==> src/common/pmu_adc_pkg.sv <==
// Notes on behaviour
// (RULE1) A 12-bit converter serves eight sources: charge current, discharge current, battery, backup cell, charger input, system supply, die temperature and an external pin.
// (RULE2) Conversion timing comes from a 4 MHz converter clock, never from the register port clock; the code derives the 4 MHz tick from the port clock.
// (RULE3) A valid result stands in the two result registers within 3 ms of a trigger, and the host waits that long before trusting them.
// (RULE4) The converter goes into power save by itself whenever no conversion runs and wakes when a new one is triggered.
// (RULE5) Every write of a one to the conversion trigger bit starts a fresh conversion on the source selected at that moment.
// (RULE6) The result is split over two read-only registers and its eight top bits come with one read.
// (RULE7) The read-write control register holds the trigger, the source select field and the format select.
// (RULE8) With the format bit at one the result loses its top bit and the rest moves up one place.
// (RULE9) Source code 0011 routes the battery voltage, full scale 4.80 V at code 4095.
// (RULE10) The die temperature reading is 390 degrees C at code zero and falls by 0.16 degrees C per code.
// (RULE11) The discharge current sense full scale is chosen in register 0x19 so that code 4095 matches the wanted maximum current.
// (RULE12) The result registers hold the last finished conversion until the next one finishes.
package pmu_adc_pkg;

  // register offsets
  localparam logic [7:0] SENSE_FS_ADDR = 8'h19;
  localparam logic [7:0] CTRL_ADDR = 8'h87;
  localparam logic [7:0] RES_HI_ADDR = 8'h88;
  localparam logic [7:0] RES_LO_ADDR = 8'h89;

  // control register fields
  localparam int CTRL_TRIG_BIT = 7;
  localparam int CTRL_FRESH_BIT = 6;
  localparam int CTRL_TMO_BIT = 5;
  localparam int CTRL_FMT_BIT = 4;
  localparam int CTRL_SRC_LSB = 0;
  localparam int SRC_W = 4;

  // result layout
  localparam int RES_W = 12;
  localparam int RES_HI_LSB = 4;
  localparam logic [3:0] RES_LO_PAD = 4'h0;

  // reset values
  localparam logic [7:0] SENSE_FS_RESET = 8'h00;
  localparam logic [SRC_W-1:0] SRC_RESET = 4'h0;
  localparam logic [RES_W-1:0] RESULT_RESET = 12'h000;
  localparam logic [RES_W-1:0] SAR_MSB_ONLY = 12'h800;

  // clock rates and conversion time
  localparam int SYS_CLK_KHZ = 125000;
  localparam int ADC_CLK_KHZ = 4000;
  localparam int CONV_TIME_US = 3000;
  localparam int CONV_TICKS = CONV_TIME_US * ADC_CLK_KHZ / 1000;
  localparam int CONV_CYCLES = CONV_TIME_US * SYS_CLK_KHZ / 1000;
  localparam int SAR_MARGIN_TICKS = 16;
  localparam int SETTLE_TICKS = CONV_TICKS - SAR_MARGIN_TICKS;

  // fractional divider: add the converter rate, wrap at the system rate (units of MHz)
  localparam logic [7:0] TICK_STEP = 8'(ADC_CLK_KHZ / 1000);
  localparam logic [7:0] TICK_MOD = 8'(SYS_CLK_KHZ / 1000);

  // scaling of readings, for software
  localparam logic [RES_W-1:0] FULL_CODE = 12'hFFF;
  localparam int BATTERY_SENSE_PIN_FS_MV = 4800;
  localparam int TEMP_ZERO_CENTI_C = 39000; // [RULE10]
  localparam int TEMP_STEP_CENTI_C = 16;

  // input multiplexer codes
  typedef enum logic [SRC_W-1:0] {
    SRC_CHG_CURRENT = 4'h0,
    SRC_DISCHG_CURRENT = 4'h1,
    SRC_CHARGER_IN = 4'h2,
    SRC_BATTERY = 4'h3,
    SRC_BACKUP_CELL = 4'h4,
    SRC_SYS_SUPPLY = 4'h5,
    SRC_DIE_TEMP = 4'h6,
    SRC_EXT_PIN = 4'h7
  } adc_source_t;

endpackage

==> src/common/sar_if.sv <==
`timescale 1ns/1ps
// links the control logic, the converter clock divider and the approximation engine
interface sar_if;
  logic tick;
  logic start;
  logic abort;
  logic busy;
  logic done;
  logic cmp;
  logic [pmu_adc_pkg::RES_W-1:0] result;
  logic [pmu_adc_pkg::RES_W-1:0] dac;

  modport ctrl (output start, output abort, output cmp, input tick, input busy, input done, input result, input dac);
  modport engine (input tick, input start, input abort, input cmp, output busy, output done, output result, output dac);
  modport timebase (output tick);
endinterface

==> src/verilog/adc_sar_engine.sv <==
`timescale 1ns/1ps
// successive approximation: wake and settle, then one bit per converter tick
module adc_sar_engine #(
  parameter int settle_ticks = pmu_adc_pkg::SETTLE_TICKS
) (
  input wire logic sys_clk_i,
  input wire logic nrst_i,
  sar_if.engine sar
);

  typedef enum logic [2:0] {
    S_IDLE = 3'b001,
    S_SETTLE = 3'b010,
    S_CONV = 3'b100
  } sar_phase_t;

  typedef struct packed {
    sar_phase_t phase;
    logic [13:0] cnt;
    logic [3:0] bit_idx;
    logic [pmu_adc_pkg::RES_W-1:0] trial;
    logic [pmu_adc_pkg::RES_W-1:0] result;
    logic done;
  } sar_state_t;

  localparam logic [13:0] SETTLE_LAST = 14'(settle_ticks - 1);
  localparam logic [3:0] TOP_BIT = 4'(pmu_adc_pkg::RES_W - 1);

  sar_state_t q;
  sar_state_t d;
  logic [pmu_adc_pkg::RES_W-1:0] kept;

  // phase sequencing and bit decisions
  always_comb
  begin
    d = q;
    d.done = 1'b0;
    kept = q.trial;
    if (!sar.cmp)
    begin
      kept[q.bit_idx] = 1'b0;
    end
    unique case (q.phase)
      S_IDLE:
      begin
        if (sar.start)
        begin
          d.phase = S_SETTLE; // [RULE4]
          d.cnt = '0;
          d.trial = '0;
        end
      end
      S_SETTLE:
      begin
        if (sar.tick)
        begin
          if (q.cnt == SETTLE_LAST)
          begin
            d.phase = S_CONV;
            d.bit_idx = TOP_BIT;
            d.trial = pmu_adc_pkg::SAR_MSB_ONLY;
          end
          else
          begin
            d.cnt = q.cnt + 14'h0001;
          end
        end
      end
      S_CONV:
      begin
        if (sar.tick)
        begin
          d.trial = kept; // [RULE1]
          if (q.bit_idx == 4'h0)
          begin
            d.result = kept;
            d.done = 1'b1;
            d.phase = S_IDLE; // [RULE4]
          end
          else
          begin
            d.bit_idx = q.bit_idx - 4'h1;
            d.trial[q.bit_idx - 4'h1] = 1'b1;
          end
        end
      end
    endcase
    // a new trigger while running throws the old work away
    if (sar.start && (q.phase != S_IDLE))
    begin
      d.phase = S_SETTLE; // [RULE5]
      d.cnt = '0;
      d.trial = '0;
      d.done = 1'b0;
    end
    if (sar.abort)
    begin
      d.phase = S_IDLE;
      d.done = 1'b0;
    end
  end

  // state register
  always_ff @(posedge sys_clk_i or negedge nrst_i)
  begin
    if (!nrst_i)
    begin
      q <= '{phase: S_IDLE, cnt: '0, bit_idx: '0, trial: '0, result: pmu_adc_pkg::RESULT_RESET, done: 1'b0};
    end
    else
    begin
      q <= d;
    end
  end

  assign sar.busy = (q.phase != S_IDLE);
  assign sar.done = q.done;
  assign sar.result = q.result;
  assign sar.dac = q.trial;

endmodule // adc_sar_engine

==> src/verilog/adc_tick_gen.sv <==
`timescale 1ns/1ps
// makes a 4 MHz enable from the 125 MHz clock by phase accumulation
module adc_tick_gen (
  input wire logic sys_clk_i,
  input wire logic nrst_i,
  sar_if.timebase tb
);

  typedef struct packed {
    logic [7:0] acc;
    logic tick;
  } tick_state_t;

  tick_state_t q;
  tick_state_t d;
  logic [7:0] sum;

  // average rate is exact, spacing is 31 cycles three times in four and 32 cycles once
  always_comb
  begin
    d = q;
    sum = q.acc + pmu_adc_pkg::TICK_STEP;
    if (sum >= pmu_adc_pkg::TICK_MOD)
    begin
      d.acc = sum - pmu_adc_pkg::TICK_MOD;
      d.tick = 1'b1; // [RULE2]
    end
    else
    begin
      d.acc = sum;
      d.tick = 1'b0;
    end
  end

  // state register
  always_ff @(posedge sys_clk_i or negedge nrst_i)
  begin
    if (!nrst_i)
    begin
      q <= '0;
    end
    else
    begin
      q <= d;
    end
  end

  assign tb.tick = q.tick;

endmodule // adc_tick_gen

==> src/verilog/pmu_adc_conversion_control.sv <==
`timescale 1ns/1ps
// converter control, result registers and register port of the monitoring converter
module pmu_adc_conversion_control #(
  parameter int settle_ticks = pmu_adc_pkg::SETTLE_TICKS,
  parameter int conv_cycles = pmu_adc_pkg::CONV_CYCLES
) (
  input wire logic sys_clk_i,
  input wire logic nrst_i,
  input wire logic [7:0] reg_addr_i,
  input wire logic [7:0] reg_wdata_i,
  input wire logic reg_wr_i,
  input wire logic reg_rd_i,
  input wire logic cmp_i,
  output logic [7:0] reg_rdata_o,
  output logic [pmu_adc_pkg::RES_W-1:0] dac_code_o,
  output logic [pmu_adc_pkg::SRC_W-1:0] src_sel_o,
  output logic [7:0] sense_fs_o,
  output logic converter_sleep_o
);

  typedef struct packed {
    logic [pmu_adc_pkg::SRC_W-1:0] src;
    logic fmt;
    logic [pmu_adc_pkg::SRC_W-1:0] src_active;
    logic fmt_active;
    logic busy;
    logic fresh;
    logic timeout;
    logic start;
    logic abort;
    logic [7:0] sense_fs;
    logic [pmu_adc_pkg::RES_W-1:0] result;
    logic [18:0] wdog;
    logic [7:0] rdata;
    logic sleep;
  } ctrl_state_t;

  localparam logic [18:0] WDOG_LAST = 19'(conv_cycles - 1);

  ctrl_state_t q;
  ctrl_state_t d;
  logic ctrl_wr;
  logic trig_wr;
  logic [7:0] ctrl_view;

  sar_if sar ();

  adc_tick_gen u_tick (
    .sys_clk_i(sys_clk_i),
    .nrst_i(nrst_i),
    .tb(sar.timebase)
  );

  adc_sar_engine #(
    .settle_ticks(settle_ticks)
  ) u_sar (
    .sys_clk_i(sys_clk_i),
    .nrst_i(nrst_i),
    .sar(sar.engine)
  );

  // write decode and control readback
  always_comb
  begin
    ctrl_wr = reg_wr_i && (reg_addr_i == pmu_adc_pkg::CTRL_ADDR);
    trig_wr = ctrl_wr && reg_wdata_i[pmu_adc_pkg::CTRL_TRIG_BIT];
    ctrl_view = '0;
    ctrl_view[pmu_adc_pkg::CTRL_TRIG_BIT] = q.busy;
    ctrl_view[pmu_adc_pkg::CTRL_FRESH_BIT] = q.fresh;
    ctrl_view[pmu_adc_pkg::CTRL_TMO_BIT] = q.timeout;
    ctrl_view[pmu_adc_pkg::CTRL_FMT_BIT] = q.fmt;
    ctrl_view[pmu_adc_pkg::CTRL_SRC_LSB +: pmu_adc_pkg::SRC_W] = q.src; // [RULE7]
  end

  // control, conversion bookkeeping and result capture
  always_comb
  begin
    d = q;
    d.start = 1'b0;
    d.abort = 1'b0;
    if (ctrl_wr)
    begin
      d.src = reg_wdata_i[pmu_adc_pkg::CTRL_SRC_LSB +: pmu_adc_pkg::SRC_W]; // [RULE7]
      d.fmt = reg_wdata_i[pmu_adc_pkg::CTRL_FMT_BIT]; // [RULE7]
    end
    if (reg_wr_i && (reg_addr_i == pmu_adc_pkg::SENSE_FS_ADDR))
    begin
      d.sense_fs = reg_wdata_i; // [RULE11]
    end
    // reading the high byte consumes the fresh flag
    if (reg_rd_i && (reg_addr_i == pmu_adc_pkg::RES_HI_ADDR))
    begin
      d.fresh = 1'b0;
    end
    // guard time runs while a conversion is outstanding
    if (q.busy)
    begin
      d.wdog = q.wdog + 19'h00001;
    end
    if (sar.done && q.busy)
    begin
      if (q.fmt_active)
      begin
        d.result = {sar.result[pmu_adc_pkg::RES_W-2:0], 1'b0}; // [RULE8]
      end
      else
      begin
        d.result = sar.result; // [RULE12]
      end
      d.fresh = 1'b1;
      d.busy = 1'b0;
    end
    else if (q.busy && (q.wdog == WDOG_LAST))
    begin
      d.busy = 1'b0; // [RULE3]
      d.timeout = 1'b1;
      d.abort = 1'b1;
    end
    // a trigger always starts over on the source written with it
    if (trig_wr)
    begin
      d.start = 1'b1; // [RULE5]
      d.abort = 1'b0;
      d.busy = 1'b1;
      d.timeout = 1'b0;
      d.wdog = '0;
      d.src_active = reg_wdata_i[pmu_adc_pkg::CTRL_SRC_LSB +: pmu_adc_pkg::SRC_W]; // [RULE9]
      d.fmt_active = reg_wdata_i[pmu_adc_pkg::CTRL_FMT_BIT];
    end
    d.sleep = !d.busy; // [RULE4]
    // registered read data, unmapped offsets read zero
    unique case (reg_addr_i)
      pmu_adc_pkg::SENSE_FS_ADDR: d.rdata = q.sense_fs;
      pmu_adc_pkg::CTRL_ADDR: d.rdata = ctrl_view;
      pmu_adc_pkg::RES_HI_ADDR: d.rdata = q.result[pmu_adc_pkg::RES_W-1:pmu_adc_pkg::RES_HI_LSB]; // [RULE6]
      pmu_adc_pkg::RES_LO_ADDR: d.rdata = {q.result[pmu_adc_pkg::RES_HI_LSB-1:0], pmu_adc_pkg::RES_LO_PAD}; // [RULE6]
      default: d.rdata = 8'h00;
    endcase
  end

  // state register
  always_ff @(posedge sys_clk_i or negedge nrst_i)
  begin
    if (!nrst_i)
    begin
      q <= '{src: pmu_adc_pkg::SRC_RESET, fmt: 1'b0, src_active: pmu_adc_pkg::SRC_RESET, fmt_active: 1'b0,
             busy: 1'b0, fresh: 1'b0, timeout: 1'b0, start: 1'b0, abort: 1'b0,
             sense_fs: pmu_adc_pkg::SENSE_FS_RESET, result: pmu_adc_pkg::RESULT_RESET,
             wdog: '0, rdata: 8'h00, sleep: 1'b1};
    end
    else
    begin
      q <= d;
    end
  end

  // engine hookup and outputs
  assign sar.start = q.start;
  assign sar.abort = q.abort;
  assign sar.cmp = cmp_i;
  assign reg_rdata_o = q.rdata;
  assign dac_code_o = sar.dac;
  assign src_sel_o = q.src_active; // [RULE1]
  assign sense_fs_o = q.sense_fs;
  assign converter_sleep_o = q.sleep;

endmodule // pmu_adc_conversion_control
==> config.mk <==
export PLATFORM = sky130hd
export DESIGN_NAME = pmu_adc_conversion_control
export DESIGN_NICKNAME = d
export VERILOG_FILES = /design/src/common/pmu_adc_pkg.sv /design/src/common/sar_if.sv /design/src/verilog/adc_sar_engine.sv /design/src/verilog/adc_tick_gen.sv /design/src/verilog/pmu_adc_conversion_control.sv
export SDC_FILE = /design/constraint.sdc
export NUM_CORES = 1
export LEC_CHECK = 0
export ABC_AREA = 1
export BUFFER_PORTS_ARGS = -buffer_cell sky130_fd_sc_hd__buf_2
export CAP_MARGIN = 20
export CORE_MARGIN = 2
export CORE_UTILIZATION = 60
export CTS_CLUSTER_DIAMETER = 60
export DETAILED_ROUTE_END_ITERATION = 7
export PLACE_DENSITY = 0.8
export RECOVER_POWER = 25
export SETUP_SLACK_MARGIN = 0.4
export SYNTH_ARGS = -nofsm -noshare
export SYNTH_HDL_FRONTEND = slang
export SYNTH_SLANG_ARGS = --single-unit
==> constraint.sdc <==
create_clock -name sys_clk_i -period 1.8 [get_ports sys_clk_i]
set_input_delay 0.18 -clock sys_clk_i [delete_from_list [all_inputs] [get_ports sys_clk_i]]
set_output_delay 0.18 -clock sys_clk_i [all_outputs]
set_load 0.01 [all_outputs]
==> impl_results.html, run 1 <==
<table>
<tr><th>Metric</th><th>Value</th></tr>
<tr><th colspan="2">Outcome</th></tr>
<tr><td>Status</td><td>completed</td></tr>
<tr><th colspan="2">Floorplanning</th></tr>
<tr><td>Die span in y</td><td>~110 µm</td></tr>
<tr><td>Initial Util</td><td>0.618</td></tr>
<tr><td>Placeable core region</td><td>slightly above 10000 µm²</td></tr>
<tr><td>Row cnt</td><td>37</td></tr>
<tr><td>Overall die area</td><td>about 11000 µm²</td></tr>
<tr><td>Number of I/O pins</td><td>54</td></tr>
<tr><td>Width of the die</td><td>107 µm</td></tr>
<tr><th colspan="2">Clock network</th></tr>
<tr><td>Clock sink count</td><td>118</td></tr>
<tr><td>Number of buffers between clock root and the deepest sink</td><td>2</td></tr>
<tr><td>Clock buffer count from CTS</td><td>17</td></tr>
<tr><td>Clock edge transition at the registers on the reported setup and hold paths</td><td>60 ps</td></tr>
<tr><td>Master cell of the clock root buffer</td><td>sky130_fd_sc_hd__clkbuf_8</td></tr>
<tr><td>H-tree depth</td><td>4</td></tr>
<tr><td>Clock insertion delay at the later pin of the skew report</td><td>530 ps</td></tr>
<tr><td>CTS tree</td><td>done</td></tr>
<tr><th colspan="2">Worst setup path</th></tr>
<tr><td>Worst setup path category</td><td>register to register</td></tr>
<tr><td>Dominant delay contributor by cell family on the critical path</td><td>flip-flops</td></tr>
<tr><td>Origin of the critical flop-to-flop path</td><td>u_sar.q[43]$_DFFE_PN1P_</td></tr>
<tr><td>Endpoint type of the worst setup path</td><td>register</td></tr>
<tr><td>Startpoint types</td><td>register</td></tr>
<tr><td>Arrival time reported for the critical path endpoint</td><td>2120 ps</td></tr>
<tr><td>Worst-path fanout max</td><td>10</td></tr>
<tr><td>Data required time of the worst path</td><td>2240 ps</td></tr>
<tr><td>Worst setup path startpoint</td><td>u_sar.q[43]$_DFFE_PN1P_</td></tr>
<tr><td>Maximum cell stage delay along the critical path</td><td>560 ps</td></tr>
<tr><td>Crit path buf inv count</td><td>3</td></tr>
<tr><td>Crit path max-delay cell type</td><td>sky130_fd_sc_hd__dfstp_2</td></tr>
<tr><td>Cells traversed along the worst timing path</td><td>inv_4 &gt; nand3_4 &gt; nor2_4 &gt; inv_4 &gt; o21ai_4 &gt; nor2_4 &gt; clkbuf_16 &gt; nand2_1 &gt; o21ai_0</td></tr>
<tr><th colspan="2">Detailed routing</th></tr>
<tr><td>Total length of routed wires</td><td>19600 µm</td></tr>
<tr><td>Overall via count from detail_route</td><td>6534</td></tr>
<tr><td>Total iterations of the first detailed-routing run</td><td>5</td></tr>
<tr><td>Number of design-rule violations left by the first detailed-router iteration</td><td>around 640</td></tr>
<tr><td>Per-cell routed wire length</td><td>around 18 µm</td></tr>
<tr><td>Final antenna-violating net count</td><td>0</td></tr>
<tr><td>Detailed-route DRC error count</td><td>0</td></tr>
<tr><td>Via-to-Cell Ratio</td><td>5.99</td></tr>
<tr><th colspan="2">GRT</th></tr>
<tr><td>Vias in the first global route</td><td>5980</td></tr>
<tr><td>Total congestion overflow after global routing</td><td>0</td></tr>
<tr><td>Number of antenna violations at the first check in global routing</td><td>0</td></tr>
<tr><td>Overall fraction of global-route tracks in use</td><td>0.303</td></tr>
<tr><td>Global-route wire length before repair</td><td>27500 µm</td></tr>
<tr><td>Pin count of the biggest net entering global routing</td><td>59</td></tr>
<tr><th colspan="2">Cells and area</th></tr>
<tr><td>Area of the multi-input gates</td><td>between 3000 and 4000 µm²</td></tr>
<tr><td>Layout Utilization</td><td>0.824</td></tr>
<tr><td>Area added between synthesis and finish</td><td>33.4%</td></tr>
<tr><td>Fraction of layout cells with a size suffix above 1</td><td>0.319</td></tr>
<tr><td>FF+latch area</td><td>2980 µm²</td></tr>
<tr><td>FILL cells</td><td>between 500 and 600</td></tr>
<tr><td>Net total in the final layout</td><td>969</td></tr>
<tr><td>Diode count</td><td>0</td></tr>
<tr><th colspan="2">Synth</th></tr>
<tr><td>Total of warnings raised by yosys</td><td>0</td></tr>
<tr><td>Area leader, netlist</td><td>sky130_fd_sc_hd__dfrtp_1</td></tr>
<tr><td>Gate count after technology mapping</td><td>828</td></tr>
<tr><td>Fraction of the yosys area taken by sequential cells</td><td>0.463</td></tr>
<tr><td>Flip-flop and latch count after synthesis</td><td>118</td></tr>
<tr><td>Avg Inst Size Synth</td><td>7.70 µm²</td></tr>
<tr><td>Synth unique cells</td><td>38</td></tr>
<tr><td>Leading cell types by total area after synthesis</td><td>sky130_fd_sc_hd__dfrtp_1 46%, sky130_fd_sc_hd__nand2_1 13%, sky130_fd_sc_hd__o21ai_0 6.7%</td></tr>
<tr><td>Async set-reset flop share out of synthesis</td><td>1.00</td></tr>
<tr><td>Most instantiated flip-flop cell in the synthesis netlist</td><td>sky130_fd_sc_hd__dfrtp_1</td></tr>
<tr><td>Post-synth top cells</td><td>220 x sky130_fd_sc_hd__nand2_1, 116 x sky130_fd_sc_hd__dfrtp_1, 92 x sky130_fd_sc_hd__inv_1</td></tr>
<tr><td>Share of the synthesized area in the top cell type</td><td>0.455</td></tr>
<tr><td>Library cell with the highest instance count after synthesis</td><td>sky130_fd_sc_hd__nand2_1</td></tr>
<tr><td>Cell area after synthesis</td><td>6380 µm²</td></tr>
<tr><td>Total nets after synthesis</td><td>855</td></tr>
<tr><td>Post-synth EDFFs</td><td>0</td></tr>
<tr><th colspan="2">Hold path</th></tr>
<tr><td>Worst min-delay path category</td><td>input pin to register</td></tr>
<tr><td>Startpoint of the tightest hold check path</td><td>reg_wr_i</td></tr>
<tr><th colspan="2">STA</th></tr>
<tr><td>Number of hold-slack violations in the final timing report</td><td>0</td></tr>
<tr><td>Transition time at the pin with the least slew margin</td><td>809 ps</td></tr>
<tr><td>Unrepaired setup endpoints after global routing</td><td>true</td></tr>
<tr><td>Slew margin rel.</td><td>0.461</td></tr>
<tr><td>Setup violation total in the final timing report</td><td>0</td></tr>
<tr><td>Final clock skew</td><td>10.4 ps</td></tr>
<tr><td>Fmax</td><td>~590 MHz</td></tr>
<tr><td>Max-slew violation count</td><td>0</td></tr>
<tr><td>Shortest clock period the worst path allows after layout</td><td>1680 ps</td></tr>
<tr><td>Final TNS setup</td><td>0 ps</td></tr>
<tr><td>Part of the cycle the worst path needs</td><td>0.934</td></tr>
<tr><th colspan="2">Job</th></tr>
<tr><td>Total of max-cap violations</td><td>0</td></tr>
<tr><th colspan="2">Placement</th></tr>
<tr><td>Final estimated routing congestion in global placement</td><td>0.901</td></tr>
<tr><td>HPWL after DPL</td><td>10400 µm</td></tr>
<tr><td>Count of input and output buffers</td><td>53</td></tr>
<tr><th colspan="2">Power</th></tr>
<tr><td>Total power consumption of the routed design</td><td>0.00713 W</td></tr>
<tr><td>Total power density per cell area</td><td>approximately 840 nW/µm²</td></tr>
<tr><td>Cell leakage power</td><td>between 4 and 5 nW</td></tr>
<tr><td>Peak supply drop</td><td>0.497 mV</td></tr>
</table>
## placed cells by master (no fill, tap or decap), types with 5 or more instances in the layout
| cell | n |
|---|---|
| sky130_fd_sc_hd__nand2_1 | 196 |
| sky130_fd_sc_hd__clkinv_4 | 5 |
| sky130_fd_sc_hd__nor3_4 | 6 |
| sky130_fd_sc_hd__nand3_2 | 9 |
| sky130_fd_sc_hd__inv_6 | 6 |
| sky130_fd_sc_hd__inv_4 | 5 |
| sky130_fd_sc_hd__buf_4 | 59 |
| sky130_fd_sc_hd__inv_2 | 9 |
| sky130_fd_sc_hd__dlygate4sd3_1 | 10 |
| sky130_fd_sc_hd__dfrtp_2 | 18 |
| sky130_fd_sc_hd__xor2_1 | 7 |
| sky130_fd_sc_hd__nand2_4 | 7 |
| sky130_fd_sc_hd__nor2_4 | 13 |
| sky130_fd_sc_hd__nor2_1 | 66 |
| sky130_fd_sc_hd__buf_12 | 5 |
| sky130_fd_sc_hd__nand3_1 | 38 |
| sky130_fd_sc_hd__buf_2 | 52 |
| sky130_fd_sc_hd__inv_1 | 79 |
| sky130_fd_sc_hd__buf_6 | 15 |
| sky130_fd_sc_hd__a21oi_1 | 20 |
| sky130_fd_sc_hd__dfrtp_1 | 98 |
| sky130_fd_sc_hd__nand4_1 | 13 |
| sky130_fd_sc_hd__o21ai_0 | 55 |
| sky130_fd_sc_hd__nor2_2 | 9 |
| sky130_fd_sc_hd__o21ai_1 | 26 |
| sky130_fd_sc_hd__clkbuf_16 | 18 |
| sky130_fd_sc_hd__o22ai_1 | 9 |
| sky130_fd_sc_hd__nand2_2 | 19 |
| sky130_fd_sc_hd__nor3_2 | 6 |
| sky130_fd_sc_hd__o21ai_2 | 11 |
| sky130_fd_sc_hd__nor3_1 | 10 |
| sky130_fd_sc_hd__nand3_4 | 7 |
## where the power goes
group / switching (W) / internal (W)
clock network: 0.00135 / 0.00200
logic: 0.000488 / 0.000315
registers: 0.000194 / 0.00279
## tightest hold or removal path, delay by kind of cell
family / cells / cell delay [ps]
and+or+nand+nor: 1 / 150
AOI/OAI and AO/OA: 1 / 70
buffers and inverters: 1 / 130
## layout make-up
class                           instances  area share
Clock inverter                         15      0.0197
Sequential cell                       118       0.350
Timing Repair Buffer                  145       0.133
Clock buffer                           17      0.0487
Inverter                               95      0.0440
Tap cell                              136      0.0200
Multi-Input combinational cell        565       0.385
## stage by stage
step | cell area, µm² | hold WS [ps] | instances | worst slack, ps
finish | 8510 | 35.6 | 1091 | 119
global route | 8510 | 39.0 | 1091 | 33.1
CTS | 7910 | 46.2 | 1059 | 255
detailed placement | 6710 | 139 | 982 | 101
global placement | 6710 | 142 | 982 | 190
floorplan | 6470 | -116 | 828 | 374
## kinds of logic (layout without fill, tap and decap cells)
kind of cell / Yosys count / count (layout) / synth area share
AO/OA/AOI/OAI: 138 / 138 / 0.118
flip-flops: 118 / 118 / 0.463
adder cells (fa/ha/maj): 6 / 6 / 0.0118
multiplexers: 1 / 1 / 0.00177
AND/OR/NAND/NOR: 407 / 408 / 0.277
buffers and inverters: 146 / 272 / 0.112
XOR/XNOR: 12 / 12 / 0.0165
## flip-flops by register name, indices dropped and copies added (netlist names)
name / count
u_sar.sar.dac: 12
src_sel_o: 4
sense_fs_o: 8
u_tick.tb.tick: 1
converter_sleep_o: 1
sar.abort: 1
q: 32
u_sar.q: 21
u_sar.sar.result: 12
ctrl_view: 8
u_sar.sar.done: 1
u_tick.q: 8
sar.start: 1
reg_rdata_o: 8
## metal layers
metal | GRT usage | routed length, µm
met1 | 0.371 | 7350
met2 | 0.513 | 9860
met3 | 0.0632 | 1560
met4 | 0.141 | 861
met5 | 0 | 0
## worst paths after layout
kind / to / depth (start not counted) / slack, ps
worst min-delay path: ctrl_view[7]$_DFF_PN0_ / 3 / 40
worst max register to register: u_sar.q[34]$_DFFE_PN0P_ / 9 / 120
worst max-delay path: u_sar.q[34]$_DFFE_PN0P_ / 9 / 120
worst min register to register: src_sel_o[1]$_DFFE_PN0P_ / 2 / 490
max in group asynchronous: converter_sleep_o$_DFF_PN1_ / 3 / 720
min in group asynchronous: src_sel_o[3]$_DFFE_PN0P_ / 2 / 270
## timing repair
item | in CTS | in global routing
buffers inserted | 34 | 30
hold endpoints to repair | 83 | 0
gates cloned | 1 | 2
endpoints found under the setup margin | 69 | 74
hold buffers | 10 | 0
pin swaps | 22 | 40
resized for setup | 78 | 98
No activity file was read; power rests on OpenSTA's default activity.
==> run 2, diff against run 1 <==
==> constraint.sdc (replaced) <==
create_clock -name sys_clk_i -period 1.8 [get_ports sys_clk_i]
set_input_delay 0.18 -clock sys_clk_i [delete_from_list [all_inputs] [get_ports sys_clk_i]]
set_output_delay 0.18 -clock sys_clk_i [all_outputs]
set_load 0.02 [all_outputs]
==> run 2 against run 1 <==
Effect of this change:
- combinational power increased by 1%
- register-to-register slack about the same
- worst setup slack better by 7.6 ps
- clock-buffer cell count did not move
- total power is 0.17% higher
- first-iteration DRC count is 4.9% lower
- critical path type unchanged
==> impl_results.html, run 2 (synthesis gave the netlist of run 1 again) <==
<table>
<tr><th>Metric</th><th>Value</th></tr>
<tr><th colspan="2">Outcome</th></tr>
<tr><td>Status</td><td>completed</td></tr>
<tr><th colspan="2">STA</th></tr>
<tr><td>Slack of the critical path</td><td>~130 ps</td></tr>
<tr><td>Transition time at the pin with the least slew margin</td><td>between 800 and 900 ps</td></tr>
<tr><td>Shortest clock period the worst path allows after layout</td><td>between 1500 and 2000 ps</td></tr>
<tr><td>Max-slew violation count</td><td>0</td></tr>
<tr><td>Final clock skew</td><td>12.5 ps</td></tr>
<tr><td>Fmax</td><td>598 MHz</td></tr>
<tr><td>Unrepaired setup endpoints after global routing</td><td>true</td></tr>
<tr><td>Part of the cycle the worst path needs</td><td>0.930</td></tr>
<tr><td>Number of hold-slack violations in the final timing report</td><td>0</td></tr>
<tr><td>Slew margin rel.</td><td>0.460</td></tr>
<tr><td>Final TNS setup</td><td>0 ps</td></tr>
<tr><td>Worst-case hold slack</td><td>40.5 ps</td></tr>
<tr><td>Setup violation total in the final timing report</td><td>0</td></tr>
<tr><th colspan="2">Cells and area</th></tr>
<tr><td>Layout Utilization</td><td>0.825</td></tr>
<tr><td>Register name with the most flops</td><td>q</td></tr>
<tr><td>Fraction of layout cells with a size suffix above 1</td><td>0.319</td></tr>
<tr><td>Commonest cells after routing, fill and taps aside</td><td>196 x sky130_fd_sc_hd__nand2_1, 98 x sky130_fd_sc_hd__dfrtp_1, 79 x sky130_fd_sc_hd__inv_1, 66 x sky130_fd_sc_hd__nor2_1, 59 x sky130_fd_sc_hd__buf_4</td></tr>
<tr><td>Top flop regs</td><td>q: 32 flops, u_sar.q: 21 flops</td></tr>
<tr><td>Leading cell type in the layout, fill and taps excluded</td><td>sky130_fd_sc_hd__nand2_1</td></tr>
<tr><td>Area added between synthesis and finish</td><td>33.5%</td></tr>
<tr><td>Flip-flop count of the largest register, all copies and words added</td><td>32</td></tr>
<tr><td>Finished Cell Area</td><td>8520 µm²</td></tr>
<tr><td>Diode count</td><td>0</td></tr>
<tr><td>Net total in the final layout</td><td>969</td></tr>
<tr><th colspan="2">Placement</th></tr>
<tr><td>Final estimated routing congestion in global placement</td><td>0.901</td></tr>
<tr><td>HPWL after DPL</td><td>10400 µm</td></tr>
<tr><td>Count of input and output buffers</td><td>53</td></tr>
<tr><td>Placed cell area</td><td>6710 µm²</td></tr>
<tr><td>Worst slack, placed</td><td>101 ps</td></tr>
<tr><th colspan="2">Detailed routing</th></tr>
<tr><td>Total length of routed wires</td><td>slightly below 20000 µm</td></tr>
<tr><td>Number of design-rule violations left by the first detailed-router iteration</td><td>604</td></tr>
<tr><td>Overall via count from detail_route</td><td>6559</td></tr>
<tr><td>Detailed-route DRC error count</td><td>0</td></tr>
<tr><td>Via-to-Cell Ratio</td><td>6.01</td></tr>
<tr><td>Per-cell routed wire length</td><td>17.9 µm</td></tr>
<tr><td>Final antenna-violating net count</td><td>0</td></tr>
<tr><td>Total iterations of the first detailed-routing run</td><td>8</td></tr>
<tr><th colspan="2">GRT</th></tr>
<tr><td>Overall fraction of global-route tracks in use</td><td>0.303</td></tr>
<tr><td>Number of antenna violations at the first check in global routing</td><td>0</td></tr>
<tr><td>Pin count of the biggest net entering global routing</td><td>59</td></tr>
<tr><td>Global-route wire length before repair</td><td>around 28000 µm</td></tr>
<tr><td>Vias in the first global route</td><td>5982</td></tr>
<tr><td>Total congestion overflow after global routing</td><td>0</td></tr>
<tr><th colspan="2">Worst setup path</th></tr>
<tr><td>Worst-path fanout max</td><td>10</td></tr>
<tr><td>Crit path max-delay cell type</td><td>sky130_fd_sc_hd__dfstp_2</td></tr>
<tr><td>Startpoint types</td><td>register</td></tr>
<tr><td>Arrival time reported for the critical path endpoint</td><td>2110 ps</td></tr>
<tr><td>Endpoint type of the worst setup path</td><td>register</td></tr>
<tr><td>Maximum cell stage delay along the critical path</td><td>560 ps</td></tr>
<tr><td>Worst setup path category</td><td>register to register</td></tr>
<tr><td>Data required time of the worst path</td><td>2240 ps</td></tr>
<tr><td>Cells traversed along the worst timing path</td><td>inv_4 &gt; nand3_4 &gt; nor2_4 &gt; inv_4 &gt; o21ai_4 &gt; nor2_4 &gt; clkbuf_16 &gt; nand2_1 &gt; o21ai_0</td></tr>
<tr><th colspan="2">Clock network</th></tr>
<tr><td>Clock edge transition at the registers on the reported setup and hold paths</td><td>approximately 60 ps</td></tr>
<tr><td>Number of buffers between clock root and the deepest sink</td><td>2</td></tr>
<tr><td>Clock buffer count from CTS</td><td>17</td></tr>
<tr><td>Master cell of the clock root buffer</td><td>sky130_fd_sc_hd__clkbuf_8</td></tr>
<tr><td>CTS tree</td><td>done</td></tr>
<tr><td>H-tree depth</td><td>4</td></tr>
<tr><td>Clock insertion delay at the later pin of the skew report</td><td>530 ps</td></tr>
<tr><td>Clock sink count</td><td>118</td></tr>
<tr><th colspan="2">Power</th></tr>
<tr><td>Cell leakage power</td><td>4.09 nW</td></tr>
<tr><td>Total power density per cell area</td><td>839 nW/µm²</td></tr>
<tr><td>Peak supply drop</td><td>0.497 mV</td></tr>
<tr><th colspan="2">Floorplanning</th></tr>
<tr><td>Die span in y</td><td>107 µm</td></tr>
<tr><td>Width of the die</td><td>107 µm</td></tr>
<tr><td>Placeable core region</td><td>10300 µm²</td></tr>
<tr><td>Overall die area</td><td>11500 µm²</td></tr>
<tr><td>Number of I/O pins</td><td>54</td></tr>
<tr><td>Row cnt</td><td>37</td></tr>
<tr><td>Initial Util</td><td>0.618</td></tr>
<tr><th colspan="2">Job</th></tr>
<tr><td>Total of max-cap violations</td><td>0</td></tr>
<tr><th colspan="2">Hold path</th></tr>
<tr><td>Worst min-delay path category</td><td>input pin to register</td></tr>
</table>
[run 2: changes by cell type in the layout (fill, tap and decap cells not counted)]
cell,before,now
sky130_fd_sc_hd__buf_2,52,51
sky130_fd_sc_hd__buf_6,15,16
[run 2: worst paths after layout]
| check | start | end | slack, ps | cells after the start |
|---|---|---|---|---|
| setup / recovery | u_sar.q[43]$_DFFE_PN1P_ | u_sar.q[34]$_DFFE_PN0P_ | 130 | 9 |
| hold / removal | reg_wr_i | ctrl_view[7]$_DFF_PN0_ | 40 | 3 |
| setup reg to reg | u_sar.q[43]$_DFFE_PN1P_ | u_sar.q[34]$_DFFE_PN0P_ | 130 | 9 |
| hold reg to reg | src_sel_o[1]$_DFFE_PN0P_ | src_sel_o[1]$_DFFE_PN0P_ | 490 | 2 |
| max in group asynchronous | nrst_i | converter_sleep_o$_DFF_PN1_ | 720 | 3 |
| min in group asynchronous | nrst_i | src_sel_o[3]$_DFFE_PN0P_ | 270 | 2 |
[run 2: where the power goes]
part	switching (W)	internal, W	total [W]	leakage, nW
sequential	0.000194	0.00279	0.00298	1.48
combinational	0.000498	0.000315	0.000814	2.33
clock	0.00135	0.00200	0.00335	0.280
[run 2: routing by layer]
| metal | wire (µm) | track usage | share of wire | vias up |
|---|---|---|---|---|
| met5 | 0 | 0 | 0 | - |
| met4 | 884 | 0.141 | 0.045 | 0 |
| met3 | 1610 | 0.0632 | 0.082 | 111 |
| met2 | 9830 | 0.514 | 0.50 | 444 |
| met1 | 7250 | 0.370 | 0.37 | 3103 |
| li1 | - | - | - | 2901 |
[run 2: area by class of cell]
cell class                 count  area (µm²)
fill                         542        1810
clock inverter                15         168
multi-input combinational    565        3270
clock buffer                  17         414
sequential                   118        2980
inverter                      95         374
tap                          136         170
timing repair buffer         145        1140
[run 2: repair_timing]
action                                  4_1_cts  5_1_grt
endpoints found under the setup margin       70       75
gates cloned                                  1        2
endpoints found under the hold margin        83        0
hold buffers                                 10        0
resized for setup                            79       99
pin swaps                                    22       40
setup buffers                                34       30
[run 2: critical path, delay by kind of cell, from the launching register on]
| family | cells | cell delay [ps] |
|---|---|---|
| compound gates | 2 | 160 |
| simple gates | 4 | 500 |
| flops | 1 | 560 |
| buf+inv | 3 | 360 |
[run 2: per-stage QoR]
stage	instances	total power (W)
after CTS	1059	0.00684
after global placement	982	0.00337
after global routing	1091	0.00734
after detailed placement	982	0.00340
after floorplan	828	0.00323
final	1091	0.00714
